==> config.mk <==
export PLATFORM = sky130hd
export DESIGN_NAME = conv_output_ctrl
export DESIGN_NICKNAME = d
export VERILOG_FILES = /design/src/rtl/conv_output_ctrl.v /design/src/rtl/sample_fifo.v
export VERILOG_INCLUDE_DIRS = /design/src /design/src/rtl
export SDC_FILE = /design/constraint.sdc
export NUM_CORES = 1
export LEC_CHECK = 0
export BUFFER_PORTS_ARGS = -buffer_cell sky130_fd_sc_hd__buf_2
export CORE_UTILIZATION = 65
export DETAILED_ROUTE_END_ITERATION = 12
export PLACE_DENSITY = 0.84
export SYNTH_ARGS = -nofsm -noshare
export SYNTH_HDL_FRONTEND = slang
export SYNTH_SLANG_ARGS = --single-unit
export TNS_END_PERCENT = 50
==> constraint.sdc <==
create_clock -name clk_sys -period 7.95 [get_ports clk_sys]
set_input_delay 1.59 -clock clk_sys [delete_from_list [all_inputs] [get_ports clk_sys]]
set_output_delay 1.59 -clock clk_sys [all_outputs]
set_load 0.02 [all_outputs]
==> src/rtl/conv_ctrl_regs.vh <==
// Constants for the converter control and output block
// Function
// One control bit selects internal or external reference.
// Trim gain field selects 0 to 6 dB in 1 dB steps.
// Separate bit enables fixed 3.5 dB gain step.
// After reset total gain is 0 dB.
// Four power modes, chosen by register bits or two parallel pins.
// Both low normal; pd only standby; buf only disable; both global.
// Global power down stops core, references, drivers; outputs high impedance.
// Valid data within 50 us after leaving global power down.
// Standby stops core only; valid data within 50 us after leaving.
// Output disable tristates; valid within 500 ns differential, 200 ns single.
// Clock slower than 1 MSPS enters stopped state; valid 50 us after resume.
// Sample of 14 bits with output clock; interface chosen by bit or pin.
// Single-ended mode drives each bit on own pin once per cycle.
// Receiver registers single-ended bits on output clock rising edge.
// Delay select bit shifts output clock for more receiver setup. Code only copies the bit to output_clock_delayed; output_clock is not shifted.
// Single-ended drive strength raisable via register field.
// Differential mode puts two bits per pair per cycle, 7 plus clock.
// Differential current default 3.5 mA, alternatives 2.5, 4.5, 1.75 mA.
// Doubling bit doubles differential current for data and clock.
// Even bits launch at output clock rise, odd bits at fall.
// Receiver captures both edges and rebuilds all 14 bits.
// Sample presented 9 sampling clock cycles after conversion start.
// Output coding two's complement or offset binary, by pin or bit.
`ifndef CONV_CTRL_REGS_VH
`define CONV_CTRL_REGS_VH
`define SAMPLE_W        14
`define PAIR_W          7
`define LATENCY_CYC     9
`define FIFO_DEPTH      16
`define SYS_CLK_MHZ     125
`define WAKE_SLOW_US    50
`define WAKE_DIFF_NS    500
`define WAKE_SE_NS      200
`define MIN_RATE_MSPS   1
`define WAKE_SLOW_CYC   ((`WAKE_SLOW_US * `SYS_CLK_MHZ))
`define WAKE_DIFF_CYC   ((`WAKE_DIFF_NS * `SYS_CLK_MHZ) / 1000)
`define WAKE_SE_CYC     ((`WAKE_SE_NS * `SYS_CLK_MHZ) / 1000)
`define STOP_CYC        ((1000 * `SYS_CLK_MHZ) / (`MIN_RATE_MSPS * 1000))
`define FINE_MAX        3'h6
`define FINE_RST        3'h0
`define DRIVE_DEFAULT   4'h0
`define DRIVE_STRONG    4'hf
`define DRIVE_MAX       4'ha
`define CUR_3P5         2'h0
`define CUR_2P5         2'h1
`define CUR_4P5         2'h2
`define CUR_1P75        2'h3
`define MODE_NORMAL     2'h0
`define MODE_STANDBY    2'h1
`define MODE_OBUF_OFF   2'h2
`define MODE_GLOBAL     2'h3
`endif

==> src/rtl/conv_output_ctrl.v <==
// Converter control and sample output block
`timescale 1ns/1ns
`include "conv_ctrl_regs.vh"
module conv_output_ctrl (
	input  wire                    clk_sys,
	input  wire                    rst,
	input  wire                    sample_clk,
	input  wire [`SAMPLE_W-1:0]    core_data,
	input  wire                    use_pins,
	input  wire                    pin_pd,
	input  wire                    pin_buf,
	input  wire                    pin_diff,
	input  wire                    pin_twos,
	input  wire                    reg_stby,
	input  wire                    reg_pdn_obuf,
	input  wire                    reg_diff,
	input  wire                    reg_twos,
	input  wire                    reg_ext_ref,
	input  wire                    reg_coarse_gain,
	input  wire [2:0]              reg_fine_gain,
	input  wire                    output_clock_delay_select,
	input  wire [3:0]              reg_drive_strength,
	input  wire [1:0]              reg_lvds_current,
	input  wire                    reg_current_double,
	output reg                     ext_ref_sel_ff,
	output reg                     coarse_gain_ff,
	output reg  [2:0]              fine_gain_ff,
	output reg  [3:0]              drive_strength_ff,
	output reg  [1:0]              lvds_current_ff,
	output reg                     current_double_ff,
	output reg  [1:0]              power_mode_ff,
	output reg                     core_on_ff,
	output reg                     ref_on_ff,
	output reg                     clock_stopped_ff,
	output reg                     data_valid_ff,
	output reg  [`SAMPLE_W-1:0]    sample_bit,
	output reg  [`SAMPLE_W-1:0]    sample_bit_oe_n,
	output reg  [`PAIR_W-1:0]      pair_bit,
	output reg  [`PAIR_W-1:0]      pair_bit_oe_n,
	output reg                     output_clock,
	output reg                     output_clock_true,
	output reg                     output_clock_oe_n,
	output reg                     output_clock_delayed
);
	localparam ST_RUN  = 2'd0;
	localparam ST_WAKE = 2'd1;
	localparam ST_OFF  = 2'd2;

	localparam [15:0] SLOW_CYC = `WAKE_SLOW_CYC;
	localparam [15:0] DIFF_CYC = `WAKE_DIFF_CYC;
	localparam [15:0] SE_CYC   = `WAKE_SE_CYC;
	localparam [15:0] STOP_CYC = `STOP_CYC;

	// Combined power mode from pins or register bits
	function [1:0] mode_of;
		input pd;
		input bufoff;
		begin
			mode_of = {bufoff, pd};
		end
	endfunction

	reg                  sclk_s1_ff;
	reg                  sclk_s2_ff;
	reg                  sclk_s3_ff;
	reg [1:0]            pins_s1_ff;
	reg [1:0]            pins_s2_ff;
	reg [1:0]            cfg_s1_ff;
	reg [1:0]            cfg_s2_ff;
	reg [`SAMPLE_W-1:0]  pipe_ff [0:`LATENCY_CYC-1];
	reg [`LATENCY_CYC-1:0] pvld_ff;
	reg [15:0]           idle_cnt_ff;
	reg [15:0]           wake_cnt_ff;
	reg [1:0]            state_ff;
	reg [1:0]            prev_mode_ff;
	reg                  diff_ff;
	reg                  twos_ff;
	reg [`SAMPLE_W-1:0]  hold_ff;
	reg                  fall_pend_ff;
	reg                  dly_ff;
	reg [1:0]            nxt_state;
	reg [15:0]           nxt_wake;
	wire                 rise;
	wire                 fall;
	wire [1:0]           mode;
	wire                 diff_sel;
	wire                 twos_sel;
	wire [`SAMPLE_W-1:0] coded;
	wire                 fifo_ready;
	wire                 fifo_valid;
	wire [`SAMPLE_W-1:0] fifo_data;
	wire                 drivers_on;
	wire                 run_core;
	genvar               g;

	// Synchronisers for pins and sampling clock
	always @(posedge clk_sys) begin
		if (rst) begin
			sclk_s1_ff <= 1'b0;
			sclk_s2_ff <= 1'b0;
			sclk_s3_ff <= 1'b0;
			pins_s1_ff <= 2'b00;
			pins_s2_ff <= 2'b00;
			cfg_s1_ff  <= 2'b00;
			cfg_s2_ff  <= 2'b00;
		end else begin
			sclk_s1_ff <= sample_clk;
			sclk_s2_ff <= sclk_s1_ff;
			sclk_s3_ff <= sclk_s2_ff;
			pins_s1_ff <= {pin_buf, pin_pd};
			pins_s2_ff <= pins_s1_ff;
			cfg_s1_ff  <= {pin_twos, pin_diff};
			cfg_s2_ff  <= cfg_s1_ff;
		end
	end

	assign rise     = sclk_s2_ff & ~sclk_s3_ff;
	assign fall     = ~sclk_s2_ff & sclk_s3_ff;
	assign mode     = use_pins ? mode_of(pins_s2_ff[0], pins_s2_ff[1])
		: mode_of(reg_stby, reg_pdn_obuf);
	assign diff_sel = use_pins ? cfg_s2_ff[0] : reg_diff;
	assign twos_sel = use_pins ? cfg_s2_ff[1] : reg_twos;
	assign coded    = twos_sel ? {~core_data[`SAMPLE_W-1], core_data[`SAMPLE_W-2:0]}
		: core_data;
	assign run_core = (mode == `MODE_NORMAL) || (mode == `MODE_OBUF_OFF);
	assign drivers_on = (mode == `MODE_NORMAL) || (mode == `MODE_STANDBY);

	// Configuration registers, gain 0 dB after reset
	always @(posedge clk_sys) begin
		if (rst) begin
			ext_ref_sel_ff    <= 1'b0;
			coarse_gain_ff    <= 1'b0;
			fine_gain_ff      <= `FINE_RST;
			drive_strength_ff <= `DRIVE_DEFAULT;
			lvds_current_ff   <= `CUR_3P5;
			current_double_ff <= 1'b0;
			diff_ff           <= 1'b0;
			twos_ff           <= 1'b0;
			dly_ff            <= 1'b0;
		end else begin
			ext_ref_sel_ff    <= reg_ext_ref;
			coarse_gain_ff    <= reg_coarse_gain;
			if (reg_fine_gain <= `FINE_MAX)
				fine_gain_ff <= reg_fine_gain;
			if (reg_drive_strength == `DRIVE_DEFAULT ||
				reg_drive_strength == `DRIVE_STRONG ||
				reg_drive_strength == `DRIVE_MAX)
				drive_strength_ff <= reg_drive_strength;
			lvds_current_ff   <= reg_lvds_current;
			current_double_ff <= reg_current_double;
			diff_ff           <= diff_sel;
			twos_ff           <= twos_sel;
			dly_ff            <= output_clock_delay_select;
		end
	end

	// Stopped clock detector
	always @(posedge clk_sys) begin
		if (rst) begin
			idle_cnt_ff      <= 16'h0000;
			clock_stopped_ff <= 1'b0;
		end else if (rise) begin
			idle_cnt_ff      <= 16'h0000;
			clock_stopped_ff <= 1'b0;
		end else if (idle_cnt_ff >= STOP_CYC) begin
			clock_stopped_ff <= 1'b1;
		end else begin
			idle_cnt_ff <= idle_cnt_ff + 16'h0001;
		end
	end

	// Wake-up sequencer
	always @* begin
		nxt_state = state_ff;
		nxt_wake  = wake_cnt_ff;
		case (state_ff)
		ST_RUN: begin
			if (mode != `MODE_NORMAL || clock_stopped_ff)
				nxt_state = ST_OFF;
		end
		ST_OFF: begin
			if (mode == `MODE_NORMAL && !clock_stopped_ff) begin
				nxt_state = ST_WAKE;
				if (prev_mode_ff == `MODE_OBUF_OFF)
					nxt_wake = diff_ff ? DIFF_CYC : SE_CYC;
				else
					nxt_wake = SLOW_CYC;
			end
		end
		ST_WAKE: begin
			if (mode != `MODE_NORMAL || clock_stopped_ff)
				nxt_state = ST_OFF;
			else if (wake_cnt_ff <= 16'h0001)
				nxt_state = ST_RUN;
			else
				nxt_wake = wake_cnt_ff - 16'h0001;
		end
		default: nxt_state = ST_OFF;
		endcase
	end

	always @(posedge clk_sys) begin
		if (rst) begin
			state_ff      <= ST_WAKE;
			wake_cnt_ff   <= SLOW_CYC;
			prev_mode_ff  <= `MODE_NORMAL;
			power_mode_ff <= `MODE_NORMAL;
			core_on_ff    <= 1'b0;
			ref_on_ff     <= 1'b0;
			data_valid_ff <= 1'b0;
		end else begin
			state_ff      <= nxt_state;
			wake_cnt_ff   <= nxt_wake;
			power_mode_ff <= mode;
			if (mode != `MODE_NORMAL)
				prev_mode_ff <= clock_stopped_ff ? `MODE_GLOBAL : mode;
			else if (clock_stopped_ff)
				prev_mode_ff <= `MODE_GLOBAL;
			core_on_ff    <= run_core & ~clock_stopped_ff;
			ref_on_ff     <= (mode != `MODE_GLOBAL);
			data_valid_ff <= (nxt_state == ST_RUN);
		end
	end

	// Nine-stage conversion latency
	always @(posedge clk_sys) begin
		if (rst)
			pvld_ff <= {`LATENCY_CYC{1'b0}};
		else if (rise)
			pvld_ff <= {pvld_ff[`LATENCY_CYC-2:0], core_on_ff};
	end

	generate
		for (g = 0; g < `LATENCY_CYC; g = g + 1) begin : g_pipe
			always @(posedge clk_sys) begin
				if (rise)
					pipe_ff[g] <= (g == 0) ? coded : pipe_ff[(g == 0) ? 0 : g-1];
			end
		end
	endgenerate

	sample_fifo #(
		.WIDTH (`SAMPLE_W),
		.DEPTH (`FIFO_DEPTH),
		.AW    (4)
	) u_fifo (
		.clk       (clk_sys),
		.rst       (rst),
		.in_valid  (rise & pvld_ff[`LATENCY_CYC-1]),
		.in_ready  (fifo_ready),
		.in_data   (pipe_ff[`LATENCY_CYC-1]),
		.out_valid (fifo_valid),
		.out_ready (rise),
		.out_data  (fifo_data),
		.flush     (~core_on_ff)
	);

	// Output launch: single-ended each rise, differential even on rise, odd on fall
	always @(posedge clk_sys) begin
		if (rst) begin
			sample_bit           <= {`SAMPLE_W{1'b0}};
			pair_bit             <= {`PAIR_W{1'b0}};
			hold_ff              <= {`SAMPLE_W{1'b0}};
			fall_pend_ff         <= 1'b0;
			output_clock         <= 1'b0;
			output_clock_true    <= 1'b0;
			output_clock_delayed <= 1'b0;
		end else begin
			output_clock         <= sclk_s3_ff;
			output_clock_true    <= sclk_s3_ff;
			output_clock_delayed <= dly_ff;
			if (rise && fifo_valid && data_valid_ff) begin
				hold_ff      <= fifo_data;
				sample_bit   <= fifo_data;
				fall_pend_ff <= diff_ff;
				pair_bit     <= even_bits(fifo_data);
			end else if (fall && fall_pend_ff) begin
				fall_pend_ff <= 1'b0;
				pair_bit     <= odd_bits(hold_ff);
			end
		end
	end

	always @(posedge clk_sys) begin
		if (rst) begin
			sample_bit_oe_n   <= {`SAMPLE_W{1'b1}};
			pair_bit_oe_n     <= {`PAIR_W{1'b1}};
			output_clock_oe_n <= 1'b1;
		end else begin
			sample_bit_oe_n   <= {`SAMPLE_W{~(drivers_on & ~diff_ff)}};
			pair_bit_oe_n     <= {`PAIR_W{~(drivers_on & diff_ff)}};
			output_clock_oe_n <= ~drivers_on;
		end
	end

	function [`PAIR_W-1:0] even_bits;
		input [`SAMPLE_W-1:0] d;
		integer i;
		begin
			for (i = 0; i < `PAIR_W; i = i + 1)
				even_bits[i] = d[2*i];
		end
	endfunction

	function [`PAIR_W-1:0] odd_bits;
		input [`SAMPLE_W-1:0] d;
		integer i;
		begin
			for (i = 0; i < `PAIR_W; i = i + 1)
				odd_bits[i] = d[2*i+1];
		end
	endfunction
endmodule // conv_output_ctrl

==> src/rtl/sample_fifo.v <==
// Parameterised valid/ready FIFO for sample words
`timescale 1ns/1ns
module sample_fifo #(
	parameter WIDTH = 14,
	parameter DEPTH = 16,
	parameter AW    = 4
) (
	input  wire             clk,
	input  wire             rst,
	input  wire             in_valid,
	output wire             in_ready,
	input  wire [WIDTH-1:0] in_data,
	output wire             out_valid,
	input  wire             out_ready,
	output wire [WIDTH-1:0] out_data,
	input  wire             flush
);
	reg [WIDTH-1:0] mem_ff [0:DEPTH-1];
	reg [AW-1:0]    wr_ff;
	reg [AW-1:0]    rd_ff;
	reg [AW:0]      cnt_ff;
	wire            push;
	wire            pop;

	assign in_ready  = (cnt_ff != DEPTH[AW:0]);
	assign out_valid = (cnt_ff != {(AW+1){1'b0}});
	assign out_data  = mem_ff[rd_ff];
	assign push      = in_valid & in_ready & ~flush;
	assign pop       = out_valid & out_ready & ~flush;

	always @(posedge clk) begin
		if (push)
			mem_ff[wr_ff] <= in_data;
	end

	always @(posedge clk) begin
		if (rst | flush) begin
			wr_ff  <= {AW{1'b0}};
			rd_ff  <= {AW{1'b0}};
			cnt_ff <= {(AW+1){1'b0}};
		end else begin
			if (push)
				wr_ff <= wr_ff + 1'b1;
			if (pop)
				rd_ff <= rd_ff + 1'b1;
			if (push & ~pop)
				cnt_ff <= cnt_ff + 1'b1;
			else if (pop & ~push)
				cnt_ff <= cnt_ff - 1'b1;
		end
	end
endmodule // sample_fifo
==> results of run 1 <==
-- area by class of cell --
type	instances	share of cell area [%]
timing repair buffer	106	2.788
tap	335	2.162
multi-input combinational	491	20.49
inverter	20	0.4001
clock inverter	18	0.7550
sequential	470	66.61
clock buffer	66	6.795
-- synthesized netlist by cell type, types with 3 or more instances --
| cell type | number | share of area, % |
|---|---|---|
| xor2_1 | 6 | 0.30 |
| nand2b_1 | 8 | 0.29 |
| a22oi_1 | 28 | 1.2 |
| nor3_1 | 15 | 0.44 |
| edfxtp_1 | 350 | 61 |
| mux2_2 | 9 | 0.59 |
| nor2_1 | 51 | 1.1 |
| inv_1 | 20 | 0.44 |
| dfxtp_1 | 120 | 14 |
| or3_1 | 8 | 0.29 |
| or2_2 | 3 | 0.11 |
| nand3_1 | 11 | 0.32 |
| mux4_2 | 56 | 7.3 |
| nor4_1 | 4 | 0.15 |
| buf_2 | 9 | 0.26 |
| ha_1 | 14 | 1.0 |
| o21ai_0 | 13 | 0.38 |
| a21o_1 | 6 | 0.26 |
| buf_1 | 6 | 0.13 |
| buf_4 | 21 | 0.91 |
| mux2i_1 | 7 | 0.41 |
| and3_1 | 3 | 0.11 |
| nor3b_1 | 6 | 0.26 |
| clkbuf_1 | 24 | 0.52 |
| a31oi_1 | 5 | 0.18 |
| and2_1 | 18 | 0.65 |
| o31ai_1 | 5 | 0.22 |
| a21oi_1 | 50 | 1.5 |
| a211oi_1 | 3 | 0.13 |
| xnor2_1 | 15 | 0.76 |
| nor2b_1 | 27 | 0.98 |
| nand2_1 | 85 | 1.8 |
-- power breakdown --
part | internal [mW] | switching (mW) | leakage [nW]
combinational | 0.0347 | 0.0720 | 1.66
clock | 1.22 | 0.864 | 0.730
sequential | 2.65 | 0.0223 | 4.15
total | 3.90 | 0.959 | 6.53
-- kinds of logic (layout without fill, tap and decap cells) --
group                    Yosys count  count (layout)  synth area share (%)
flip-flops                       470             470                 74.86
AND/OR/NAND/NOR                  254             254                 7.407
AO/OA/AOI/OAI                    129             129                 4.802
buffers and inverters             83             210                 2.423
multiplexers                      72              72                 8.306
XOR/XNOR                          21              21                 1.066
adder cells (fa/ha/maj)           15              15                 1.132
-- layer usage --
metal | routed length (um) | share of wire (%) | GRT usage, % | vias to the layer above
met1 | 12620 | 38 | 31.46 | 4594
li1 | - | - | - | 4104
met5 | 0 | 0 | 0 | -
met2 | 16890 | 51 | 42.55 | 399
met4 | 1081 | 3.3 | 9.049 | 0
met3 | 2313 | 7.0 | 4.119 | 71
-- worst max path at each step --
stage                                startpoint                       endpoint  slack [ns]  cells past startpoint
after floorplan           sclk_s3_ff$_SDFF_PP0_                      flip-flop        2.99                      6
after global placement                 use_pins   wake_cnt_ff[15]$_SDFFE_PP0P_        4.41                      6
after detailed placement               use_pins   wake_cnt_ff[15]$_SDFFE_PP0P_        4.39                      6
after CTS                 sclk_s3_ff$_SDFF_PP0_  u_fifo.cnt_ff[4]$_SDFFE_PP0P_        4.70                     11
after global routing      sclk_s3_ff$_SDFF_PP0_  u_fifo.cnt_ff[4]$_SDFFE_PP0P_        4.40                     11
final                     sclk_s3_ff$_SDFF_PP0_  u_fifo.cnt_ff[4]$_SDFFE_PP0P_        4.68                     11
-- worst max-delay path, cell delays in order (launching register included) --
cell,delay (ns)
dfxtp_1,0.33
nand2b_1,0.40
inv_4,0.48
nand3_1,0.31
ha_1,0.32
inv_1,0.13
ha_1,0.28
a21o_1,0.19
a21oi_1,0.17
xnor2_1,0.10
or3_1,0.31
a21oi_1,0.14
-- stage by stage --
stage,hold slack (ns),total power [mW],util [%],std cells
final,0.4069,4.862,74.41,1506
after detailed placement,0.4045,2.830,68.79,1422
after global placement,0.4001,2.824,68.79,1422
after floorplan,0.3889,2.802,-,1044
after global routing,0.4215,4.993,74.41,1506
after CTS,0.4114,4.880,74.41,1506
-- sequential cells by signal, summed over array words and instances, names as in the netlist, 2 cells and up, named ones only --
name and count:
pins_s2_ff 2, idle_cnt_ff 16, wake_cnt_ff 16, cfg_s1_ff 2, u_fifo.mem_ff 224, u_fifo.cnt_ff 5, pair_bit 7, u_fifo.wr_ff 4
power_mode_ff 2, pvld_ff 9, prev_mode_ff 2, pins_s1_ff 2, pipe_ff 126, u_fifo.rd_ff 4, cfg_s2_ff 2, lvds_current_ff 2
hold_ff 14, state_ff 2, fine_gain_ff 3, drive_strength_ff 4
-- cell usage in the layout (no fill, tap or decap), types with 6 or more instances in the layout --
| cell type | n |
|---|---|
| nor2b_1 | 27 |
| nand2_1 | 85 |
| clkbuf_8 | 7 |
| buf_2 | 102 |
| clkinv_2 | 11 |
| nor2_1 | 47 |
| dfxtp_1 | 117 |
| or3_1 | 8 |
| inv_1 | 19 |
| edfxtp_1 | 350 |
| mux4_2 | 56 |
| nand2b_1 | 8 |
| mux2_2 | 9 |
| a21oi_1 | 50 |
| o21ai_0 | 13 |
| nand3_1 | 11 |
| mux2i_1 | 7 |
| ha_1 | 14 |
| clkbuf_16 | 47 |
| nor3_1 | 11 |
| and2_1 | 18 |
| a21o_1 | 6 |
| xor2_1 | 6 |
| nor3b_1 | 6 |
| xnor2_1 | 15 |
| clkbuf_1 | 12 |
| a22oi_1 | 28 |
==> impl_metrics.py, run 1 <==
metrics = {
    "global_routing": {
        "track_usage_pct": 24.62,
        "antenna_found_initial": 0,
        "grt_pass1_vias": 8953,
        "grt_pass1_wl_um": 48970,
        "grt_max_degree": 102,
        "grt_overflow": 0,
    },
    "place": {
        "dpl_cell_area_um2": 17930,
        "place_congestion": 0.8184,
        "place_hpwl_um": 18260,
        "port_buffers": 102,
        "place_ws_ns": 4.387,
    },
    "sta": {
        "post-route-period-util_pct": 41.10,
        "worst_pin_slew_ns": 1.233,
        "setup_ws_ns": 4.682,
        "rsz0062_at_grt": "no",
        "slew_violations": 0,
        "hold_viol": 0,
        "setup_violations": 0,
        "slew_headroom_pct": 17.69,
        "final.min_clock_period_ns": 3.268,
        "finClkSkew_ns": 0.02275,
        "max_freq_mhz": 306.0,
        "tns_ns": 0,
    },
    "clock_network": {
        "cts_buffer_depth": 3,
        "insertion_delay_ns": 0.55,
        "clock_sinks": 470,
        "post_cts.repair.setup_buffers": 0,
        "cts-hold-fix-buffers": 0,
        "cts_buffers": 45,
        "h-tree-depth": 2,
        "root_buffer": "clkbuf_16",
        "clk_pin_slew_ns": 0.06,
        "cts_resized": 0,
        "cts_tree": "built",
    },
    "finish": {
        "seq_area_um2": 12920,
        "antennaDiodeCount": 0,
        "syn_to_final_growth_pct": 12.42,
        "drive_gt1_share_pct": 22.54,
        "nets": 1188,
        "nFillCells": 1435,
        "multi_input_area_um2": 3973,
        "final_cell_area_um2": 19390,
    },
    "critical_path": {
        "crit_path_max_fanout": 39,
        "timing.rr.start": "sclk_s3_ff$_SDFF_PP0_",
        "path_class": "flip-flop to flip-flop",
        "r2r_end": "u_fifo.cnt_ff[4]$_SDFFE_PP0P_",
        "end_kind": "flip-flop",
        "required_ns": 8.40,
        "cp-start-kind": "flip-flop",
        "crit_arrival_ns": 3.72,
        "ff2ff_path_depth": 11,
        "rrSetupSlack_ns": 4.68,
    },
    "die": {
        "chipHeight_um": 164.9,
        "fp.dieW_um": 164.9,
        "io_pins": 103,
        "core_um2": 26060,
        "die_area_um2": 27190,
        "initial_core_util_pct": 66.19,
        "fp-row-count": 59,
    },
    "job": {
        "maxCapViolations": 0,
    },
    "route": {
        "drtIter0Drc": 899,
        "ant_nets": 0,
        "drc_errors": 0,
        "routed_wl_um": 32900,
        "vias": 9168,
        "dr.pass1.iters": 6,
        "wl_per_cell_um": 21.84,
        "drt-vias-per-instance": 6.088,
    },
    "logic_synthesis": {
        "yosys_warnings": 0,
        "synth-seq-cells": 470,
        "ys.flop_type": "edfxtp_1",
        "synth_area_um2": 17250,
        "synthArstFlopShare_pct": 0,
        "yosysUniqueCellTypes": 60,
        "syn_nets": 1098,
        "yosysSeqAreaShare_pct": 74.86,
        "syn_inst": 1044,
        "synth_edf_count": 350,
        "synth.avg_cell_area_um2": 16.52,
    },
    "pwr": {
        "p_leak_nw": 6.534,
        "p_per_area_nw_per_um2": 250.8,
        "irDropWorstVdd_mv": 0.2244,
    },
    "hold_path": {
        "worstHoldStart": "pipe_ff[0][98]$_DFFE_PN_",
        "min-delay-path-class": "flip-flop to flip-flop",
        "min_to": "pipe_ff[0][112]$_DFFE_PN_",
        "min_path_cells": 0,
    },
    "outcome": {
        "status": "completed",
    },
}
Power figures use the tool's default switching activity.
==> inputs of run 2 (changes only) <==
--- a/config.mk
+++ b/config.mk
@@ -6,10 +6,11 @@
 export SDC_FILE = /design/constraint.sdc
 export NUM_CORES = 1
 export LEC_CHECK = 0
+export ABC_AREA = 1
 export BUFFER_PORTS_ARGS = -buffer_cell sky130_fd_sc_hd__buf_2
-export CORE_UTILIZATION = 65
+export CORE_UTILIZATION = 61
 export DETAILED_ROUTE_END_ITERATION = 12
-export PLACE_DENSITY = 0.84
+export PLACE_DENSITY = 0.8
 export SYNTH_ARGS = -nofsm -noshare
 export SYNTH_HDL_FRONTEND = slang
 export SYNTH_SLANG_ARGS = --single-unit
==> constraint.sdc (replaced) <==
create_clock -name clk_sys -period 3.2 [get_ports clk_sys]
set_input_delay 0.64 -clock clk_sys [delete_from_list [all_inputs] [get_ports clk_sys]]
set_output_delay 0.64 -clock clk_sys [all_outputs]
set_load 0.02 [all_outputs]
==> run 2 against run 1 <==
Power increased by 150%. Largest power group unchanged. Clock skew about the same. Sequential cell count unchanged. First-iteration DRC count increased by 34%.
==> impl_metrics.py, run 2 <==
metrics = {
    "outcome": {
        "status": "completed",
    },
    "finish": {
        "final_util_pct": 69.65,
        "final_cell_mix": "nand2_1 (470), edfxtp_1 (350), inv_1 (261)",
        "syn_to_final_growth_pct": 11.52,
        "nFillCells": 2072,
        "drive_gt1_share_pct": 11.28,
        "final_cell_area_um2": 20750,
        "final_common_cell": "nand2_1",
        "antennaDiodeCount": 0,
        "nets": 1909,
        "top_regs": "u_fifo.mem_ff (224), pipe_ff (126)",
        "largest_reg_flops": 224,
        "regMostFlops": "u_fifo.mem_ff",
    },
    "critical_path": {
        "slowest_stage": "dfxtp_1",
        "cp-start-kind": "flip-flop",
        "crit_top_cell": "nand2_1",
        "end_kind": "flip-flop",
        "crit_path_max_fanout": 8,
        "path_buf_inv": 1,
        "path_class": "flip-flop to flip-flop",
        "crit_chain": "nor2_1 -> nand3_1 -> o21ai_0 -> nor2_2 -> ha_1 -> inv_1 -> ha_1 -> a21oi_1 -> nand2_1 -> a21oi_1 -> o21ai_0 -> nand2_1 -> nand2_1 -> nor2_1",
        "crit_arrival_ns": 2.94,
        "required_ns": 3.66,
        "critPathMaxStageDelay_ns": 0.36,
        "cp_top_family": "simple AND/OR/NAND/NOR gates",
    },
    "route": {
        "wl_per_cell_um": 16.51,
        "ant_nets": 0,
        "drtIter0Drc": 1202,
        "dr.pass1.iters": 6,
        "drt-vias-per-instance": 5.299,
        "routed_wl_um": 37630,
        "drc_errors": 0,
        "vias": 12076,
    },
    "sta": {
        "max_freq_mhz": 402.1,
        "slew_headroom_pct": 42.71,
        "hold_viol": 0,
        "rsz0062_at_grt": "no",
        "final.min_clock_period_ns": 2.487,
        "finClkSkew_ns": 0.02269,
        "tns_ns": 0,
        "post-route-period-util_pct": 77.71,
        "setup_violations": 0,
        "holdWs_ns": 0.2924,
        "slew_violations": 0,
        "setup_ws_ns": 0.7133,
        "worst_pin_slew_ns": 0.8585,
    },
    "clock_network": {
        "clk_pin_slew_ns": 0.06,
        "cts_resized": 0,
        "root_buffer": "clkbuf_16",
        "cts_buffer_depth": 3,
        "cts_tree": "built",
        "clock_sinks": 470,
        "post_cts.repair.setup_buffers": 0,
        "h-tree-depth": 2,
        "cts_buffers": 45,
        "cts-hold-fix-buffers": 0,
        "insertion_delay_ns": 0.53,
    },
    "die": {
        "fp.dieW_um": 176.7,
        "core_um2": 29800,
        "initial_core_util_pct": 62.46,
        "chipHeight_um": 176.7,
        "fp-row-count": 63,
        "io_pins": 103,
        "die_area_um2": 31210,
    },
    "global_routing": {
        "grt_max_degree": 87,
        "grt_pass1_wl_um": 58790,
        "grt_overflow": 0,
        "antenna_found_initial": 0,
        "track_usage_pct": 24.31,
        "grt_pass1_vias": 11603,
    },
    "place": {
        "port_buffers": 102,
        "place_ws_ns": 0.8213,
        "dpl_cell_area_um2": 19370,
        "place_congestion": 0.8859,
        "place_hpwl_um": 23040,
    },
    "logic_synthesis": {
        "netlist_top_cells_count": "nand2_1 (470), edfxtp_1 (350), inv_1 (261)",
        "synth_area_um2": 18610,
        "synth_top_area_share_pct": 56.47,
        "synth_edf_count": 350,
        "syn_inst": 1761,
        "syn_nets": 1815,
        "synth.avg_cell_area_um2": 10.57,
        "ys.flop_type": "edfxtp_1",
        "synth.area.top_cells": "edfxtp_1 (56%), dfxtp_1 (13%), nand2_1 (9.5%), nand3_1 (5.3%), inv_1 (5.3%)",
        "yosys.area.top_type": "edfxtp_1",
        "yosysSeqAreaShare_pct": 69.38,
        "yosys_warnings": 0,
        "yosysUniqueCellTypes": 36,
        "yosys.cell_count.top_type": "nand2_1",
        "synth-seq-cells": 470,
        "synthArstFlopShare_pct": 0,
    },
    "hold_path": {
        "min-delay-path-class": "primary input to flip-flop",
    },
    "pwr": {
        "p_per_area_nw_per_um2": 581.2,
        "irDropWorstVdd_mv": 0.5512,
        "p_leak_nw": 8.608,
    },
    "job": {
        "maxCapViolations": 0,
    },
}
[run 2: logic make-up (layout without fill, tap and decap cells)]
group                    Yosys count  count (layout)  share of synthesized area, %
AND/OR/NAND/NOR                  811             811                         18.18
flip-flops                       470             470                         69.38
buffers and inverters            347             475                         7.819
AO/OA/AOI/OAI                    104             104                         2.911
adder cells (fa/ha/maj)           15              15                         1.049
XOR/XNOR                          14              14                        0.6589
[run 2: cell type report]
class / count / area (um2) / share of cell area, %
timing repair buffer: 129 / 725.7 / 3.497
clock inverter: 22 / 181.4 / 0.8742
clock buffer: 59 / 1199 / 5.776
multi-input combinational: 944 / 4248 / 20.47
tap: 390 / 488.0 / 2.351
sequential: 470 / 12920 / 62.24
inverter: 265 / 994.7 / 4.793
[run 2: stage by stage]
stage | std cells | total power [mW]
floorplan | 1761 | 7.077
CTS | 2279 | 12.13
detailed placement | 2198 | 7.174
global route | 2279 | 12.42
finish | 2279 | 12.06
global placement | 2198 | 7.159
[run 2: layer usage]
metal	up-vias	routed length, um	share of wire, %	track usage, %
met4	0	1365	3.6	9.878
met3	91	2323	6.2	3.565
li1	5884	-	-	-
met5	-	0	0	0
met1	5654	14870	40	30.06
met2	447	19070	51	42.86
[run 2: path summary, 6_finish.rpt]
path                                 startpoint                            end  slack [ns]  cells past startpoint
hold / removal                    core_data[12]       pipe_ff[0][12]$_DFFE_PN_        0.29                      1
setup reg to reg  u_fifo.cnt_ff[0]$_SDFFE_PP0P_  u_fifo.cnt_ff[4]$_SDFFE_PP0P_        0.71                     14
hold reg to reg        pins_s1_ff[1]$_SDFF_PP0_       pins_s2_ff[1]$_SDFF_PP0_        0.40                      2
setup / recovery  u_fifo.cnt_ff[0]$_SDFFE_PP0P_  u_fifo.cnt_ff[4]$_SDFFE_PP0P_        0.71                     14
[run 2: power breakdown]
| group | internal, mW | switching [mW] | total, mW |
|---|---|---|---|
| clock | 2.88 | 2.13 | 5.01 |
| sequential | 6.60 | 0.0733 | 6.67 |
| combinational | 0.119 | 0.261 | 0.380 |
==> inputs of run 3 (changes only) <==
--- a/config.mk
+++ b/config.mk
@@ -8,9 +8,9 @@
 export LEC_CHECK = 0
 export ABC_AREA = 1
 export BUFFER_PORTS_ARGS = -buffer_cell sky130_fd_sc_hd__buf_2
-export CORE_UTILIZATION = 61
+export CORE_UTILIZATION = 55
 export DETAILED_ROUTE_END_ITERATION = 12
-export PLACE_DENSITY = 0.8
+export PLACE_DENSITY = 0.76
 export SYNTH_ARGS = -nofsm -noshare
 export SYNTH_HDL_FRONTEND = slang
 export SYNTH_SLANG_ARGS = --single-unit
==> constraint.sdc (replaced) <==
create_clock -name clk_sys -period 2 [get_ports clk_sys]
set_input_delay 0.4 -clock clk_sys [delete_from_list [all_inputs] [get_ports clk_sys]]
set_output_delay 0.4 -clock clk_sys [all_outputs]
set_load 0.02 [all_outputs]
==> run 3 against run 2 <==
Non-clock buffer count rose by 45. Count of clock-buffer cells in the layout rose by 8. Highest routed layer unchanged. Final cell count rose by 4.4%. Sequential cell count did not move. The flow now finishes with violations (setup timing).
==> impl_metrics.py, run 3 (same netlist as run 2, synthesis figures left out) <==
metrics = {
    "clock_network": {
        "clock_sinks": 470,
        "root_buffer": "clkbuf_16",
        "insertion_delay_ns": 0.54,
        "clk_pin_slew_ns": 0.06,
        "h-tree-depth": 2,
        "cts_buffers": 45,
        "cts_tree": "built",
        "cts_buffer_depth": 3,
    },
    "die": {
        "core_um2": 32950,
        "fp.dieW_um": 186.0,
        "io_pins": 103,
        "chipHeight_um": 186.0,
        "die_area_um2": 34580,
        "initial_core_util_pct": 56.48,
        "fp-row-count": 66,
    },
    "pwr": {
        "power.internal_mw": 15.96,
        "p_seq_share_pct": 53.6,
        "swShare_pct": 19.82,
        "clkPwrFrac_pct": 43.1,
        "p_total_mw": 19.90,
        "p_sw_mw": 3.945,
        "irDropWorstVdd_mv": 0.7356,
        "combinationalPowerShare_pct": 3.2,
        "p_leak_nw": 8.950,
        "p_per_area_nw_per_um2": 926.9,
    },
    "critical_path": {
        "cp-start-kind": "flip-flop",
        "r2r_end": "u_fifo.cnt_ff[3]$_SDFFE_PP0P_",
        "slowest_stage": "dfxtp_2",
        "startpoint": "u_fifo.cnt_ff[3]$_SDFFE_PP0P_",
        "crit_path_max_fanout": 5,
        "crit_arrival_ns": 2.46,
        "ff2ff_path_depth": 13,
        "path_class": "flip-flop to flip-flop",
        "critPathMaxStageDelay_ns": 0.33,
        "timing.rr.start": "u_fifo.cnt_ff[3]$_SDFFE_PP0P_",
        "crit_top_cell": "nand2_1",
        "required_ns": 2.42,
        "end_kind": "flip-flop",
        "rrSetupSlack_ns": -0.04,
        "crit_end": "u_fifo.cnt_ff[3]$_SDFFE_PP0P_",
        "crit_chain": "nor2_4 -> nand4_1 -> nand2_1 -> ha_2 -> clkinv_4 -> buf_4 -> buf_6 -> ha_4 -> a21oi_2 -> nand2_1 -> xor2_1 -> o21ai_1 -> inv_1",
    },
    "sta": {
        "setup_violations": 1,
        "rsz0062_at_grt": "yes",
        "final.min_clock_period_ns": 2.040,
        "slew_violations": 0,
        "setup_ws_ns": -0.04043,
        "post-route-period-util_pct": 102.0,
        "max_freq_mhz": 490.1,
        "worst_pin_slew_ns": 0.6737,
        "hold_viol": 0,
        "slew_headroom_pct": 55.08,
        "finClkSkew_ns": 0.01911,
    },
    "outcome": {
        "violations": "setup timing",
        "status": "finished with violations",
    },
    "finish": {
        "final_common_cell": "nand2_1",
        "regMostFlops": "u_fifo.mem_ff",
        "drive_gt1_share_pct": 14.66,
        "nets": 1954,
        "syn_to_final_growth_pct": 15.39,
        "largest_reg_flops": 224,
        "final_cell_mix": "nand2_1 (468), edfxtp_1 (350), inv_1 (257)",
        "antennaDiodeCount": 0,
        "top_regs": "u_fifo.mem_ff (224), pipe_ff (126)",
        "nFillCells": 2458,
    },
    "route": {
        "routed_wl_um": 38040,
        "drtIter0Drc": 942,
        "ant_nets": 0,
        "drt-vias-per-instance": 5.143,
        "vias": 12236,
        "dr.pass1.iters": 5,
        "wl_per_cell_um": 15.99,
        "drc_errors": 0,
    },
    "job": {
        "maxCapViolations": 0,
    },
    "place": {
        "place_congestion": 0.8336,
        "place_ws_ns": -0.2162,
        "place_hpwl_um": 23460,
        "port_buffers": 102,
    },
    "global_routing": {
        "track_usage_pct": 22.03,
        "grt_overflow": 0,
        "antenna_found_initial": 0,
        "grt_pass1_vias": 11704,
        "grt_pass1_wl_um": 59050,
        "grt_max_degree": 78,
    },
    "hold_path": {
        "min_path_cells": 1,
        "min-delay-path-class": "primary input to flip-flop",
        "worstHoldStart": "core_data[2]",
    },
}
[run 3: area by class of cell]
cell class	count	area, um2	share of cell area, %
Tap cell	442	553.0	2.575
Inverter	265	999.7	4.655
Timing Repair Buffer	174	1142	5.320
Clock buffer	67	1311	6.106
Multi-Input combinational cell	944	4337	20.19
Sequential cell	470	12920	60.18
Clock inverter	17	209.0	0.9730
[run 3: timing repair]
| action | CTS | global route |
|---|---|---|
| gates resized for setup | 5 | 25 |
| endpoints found under the setup margin | 3 | 9 |
| buffers inserted | 2 | 3 |
| hold buffers | 0 | 0 |
| pin swaps | 0 | 13 |
[run 3: worst min path at each step]
stage and end:
2_1_floorplan pair_bit_oe_n[0]$_SDFF_PP1_, 3_3_place_gp output_clock_delayed$_SDFF_PP0_, 3_5_place_dp pins_s2_ff[1]$_SDFF_PP0_, 4_1_cts pipe_ff[0][12]$_DFFE_PN_
5_1_grt pipe_ff[0][2]$_DFFE_PN_, 6_report pipe_ff[0][2]$_DFFE_PN_
[run 3: power groups by stage]
stage	clock network, mW	logic (mW)	registers, mW
floorplan	0	0.443	10.9
global placement	0	0.617	10.9
detailed placement	0	0.630	10.9
CTS	8.73	0.636	10.7
global route	9.12	0.720	10.7
finish	8.59	0.643	10.7
[run 3: metrics by stage]
step | std cells | TNS [ns] | utilization (%) | cell area [um2] | hold slack (ns)
2_1_floorplan | 1761 | -0.09844 | - | 18610 | 0.3864
3_3_place_gp | 2290 | -0.1993 | 60.14 | 19810 | 0.3908
3_5_place_dp | 2290 | -0.4356 | 60.14 | 19810 | 0.3984
4_1_cts | 2376 | 0 | 64.81 | 21360 | 0.02388
5_1_grt | 2379 | -0.4158 | 65.17 | 21470 | 0.01953
6_report | 2379 | -0.04043 | 65.17 | 21470 | 0.04522
[run 3: per-layer routing]
layer	GRT usage, %	wire length [um]	vias up
met5	0	0	-
met4	6.459	850	0
met3	3.600	2402	65
met1	27.31	15300	5800
li1	-	-	5978
met2	39.48	19490	393
[run 3: worst max-delay path: cells and delay by family (launching register included)]
| family | cells | cell delay, ns |
|---|---|---|
| simple gates | 4 | 0.44 |
| buf+inv | 4 | 0.39 |
| fa+ha+maj | 2 | 0.37 |
| flops | 1 | 0.33 |
| compound gates | 2 | 0.26 |
| xor+xnor | 1 | 0.14 |
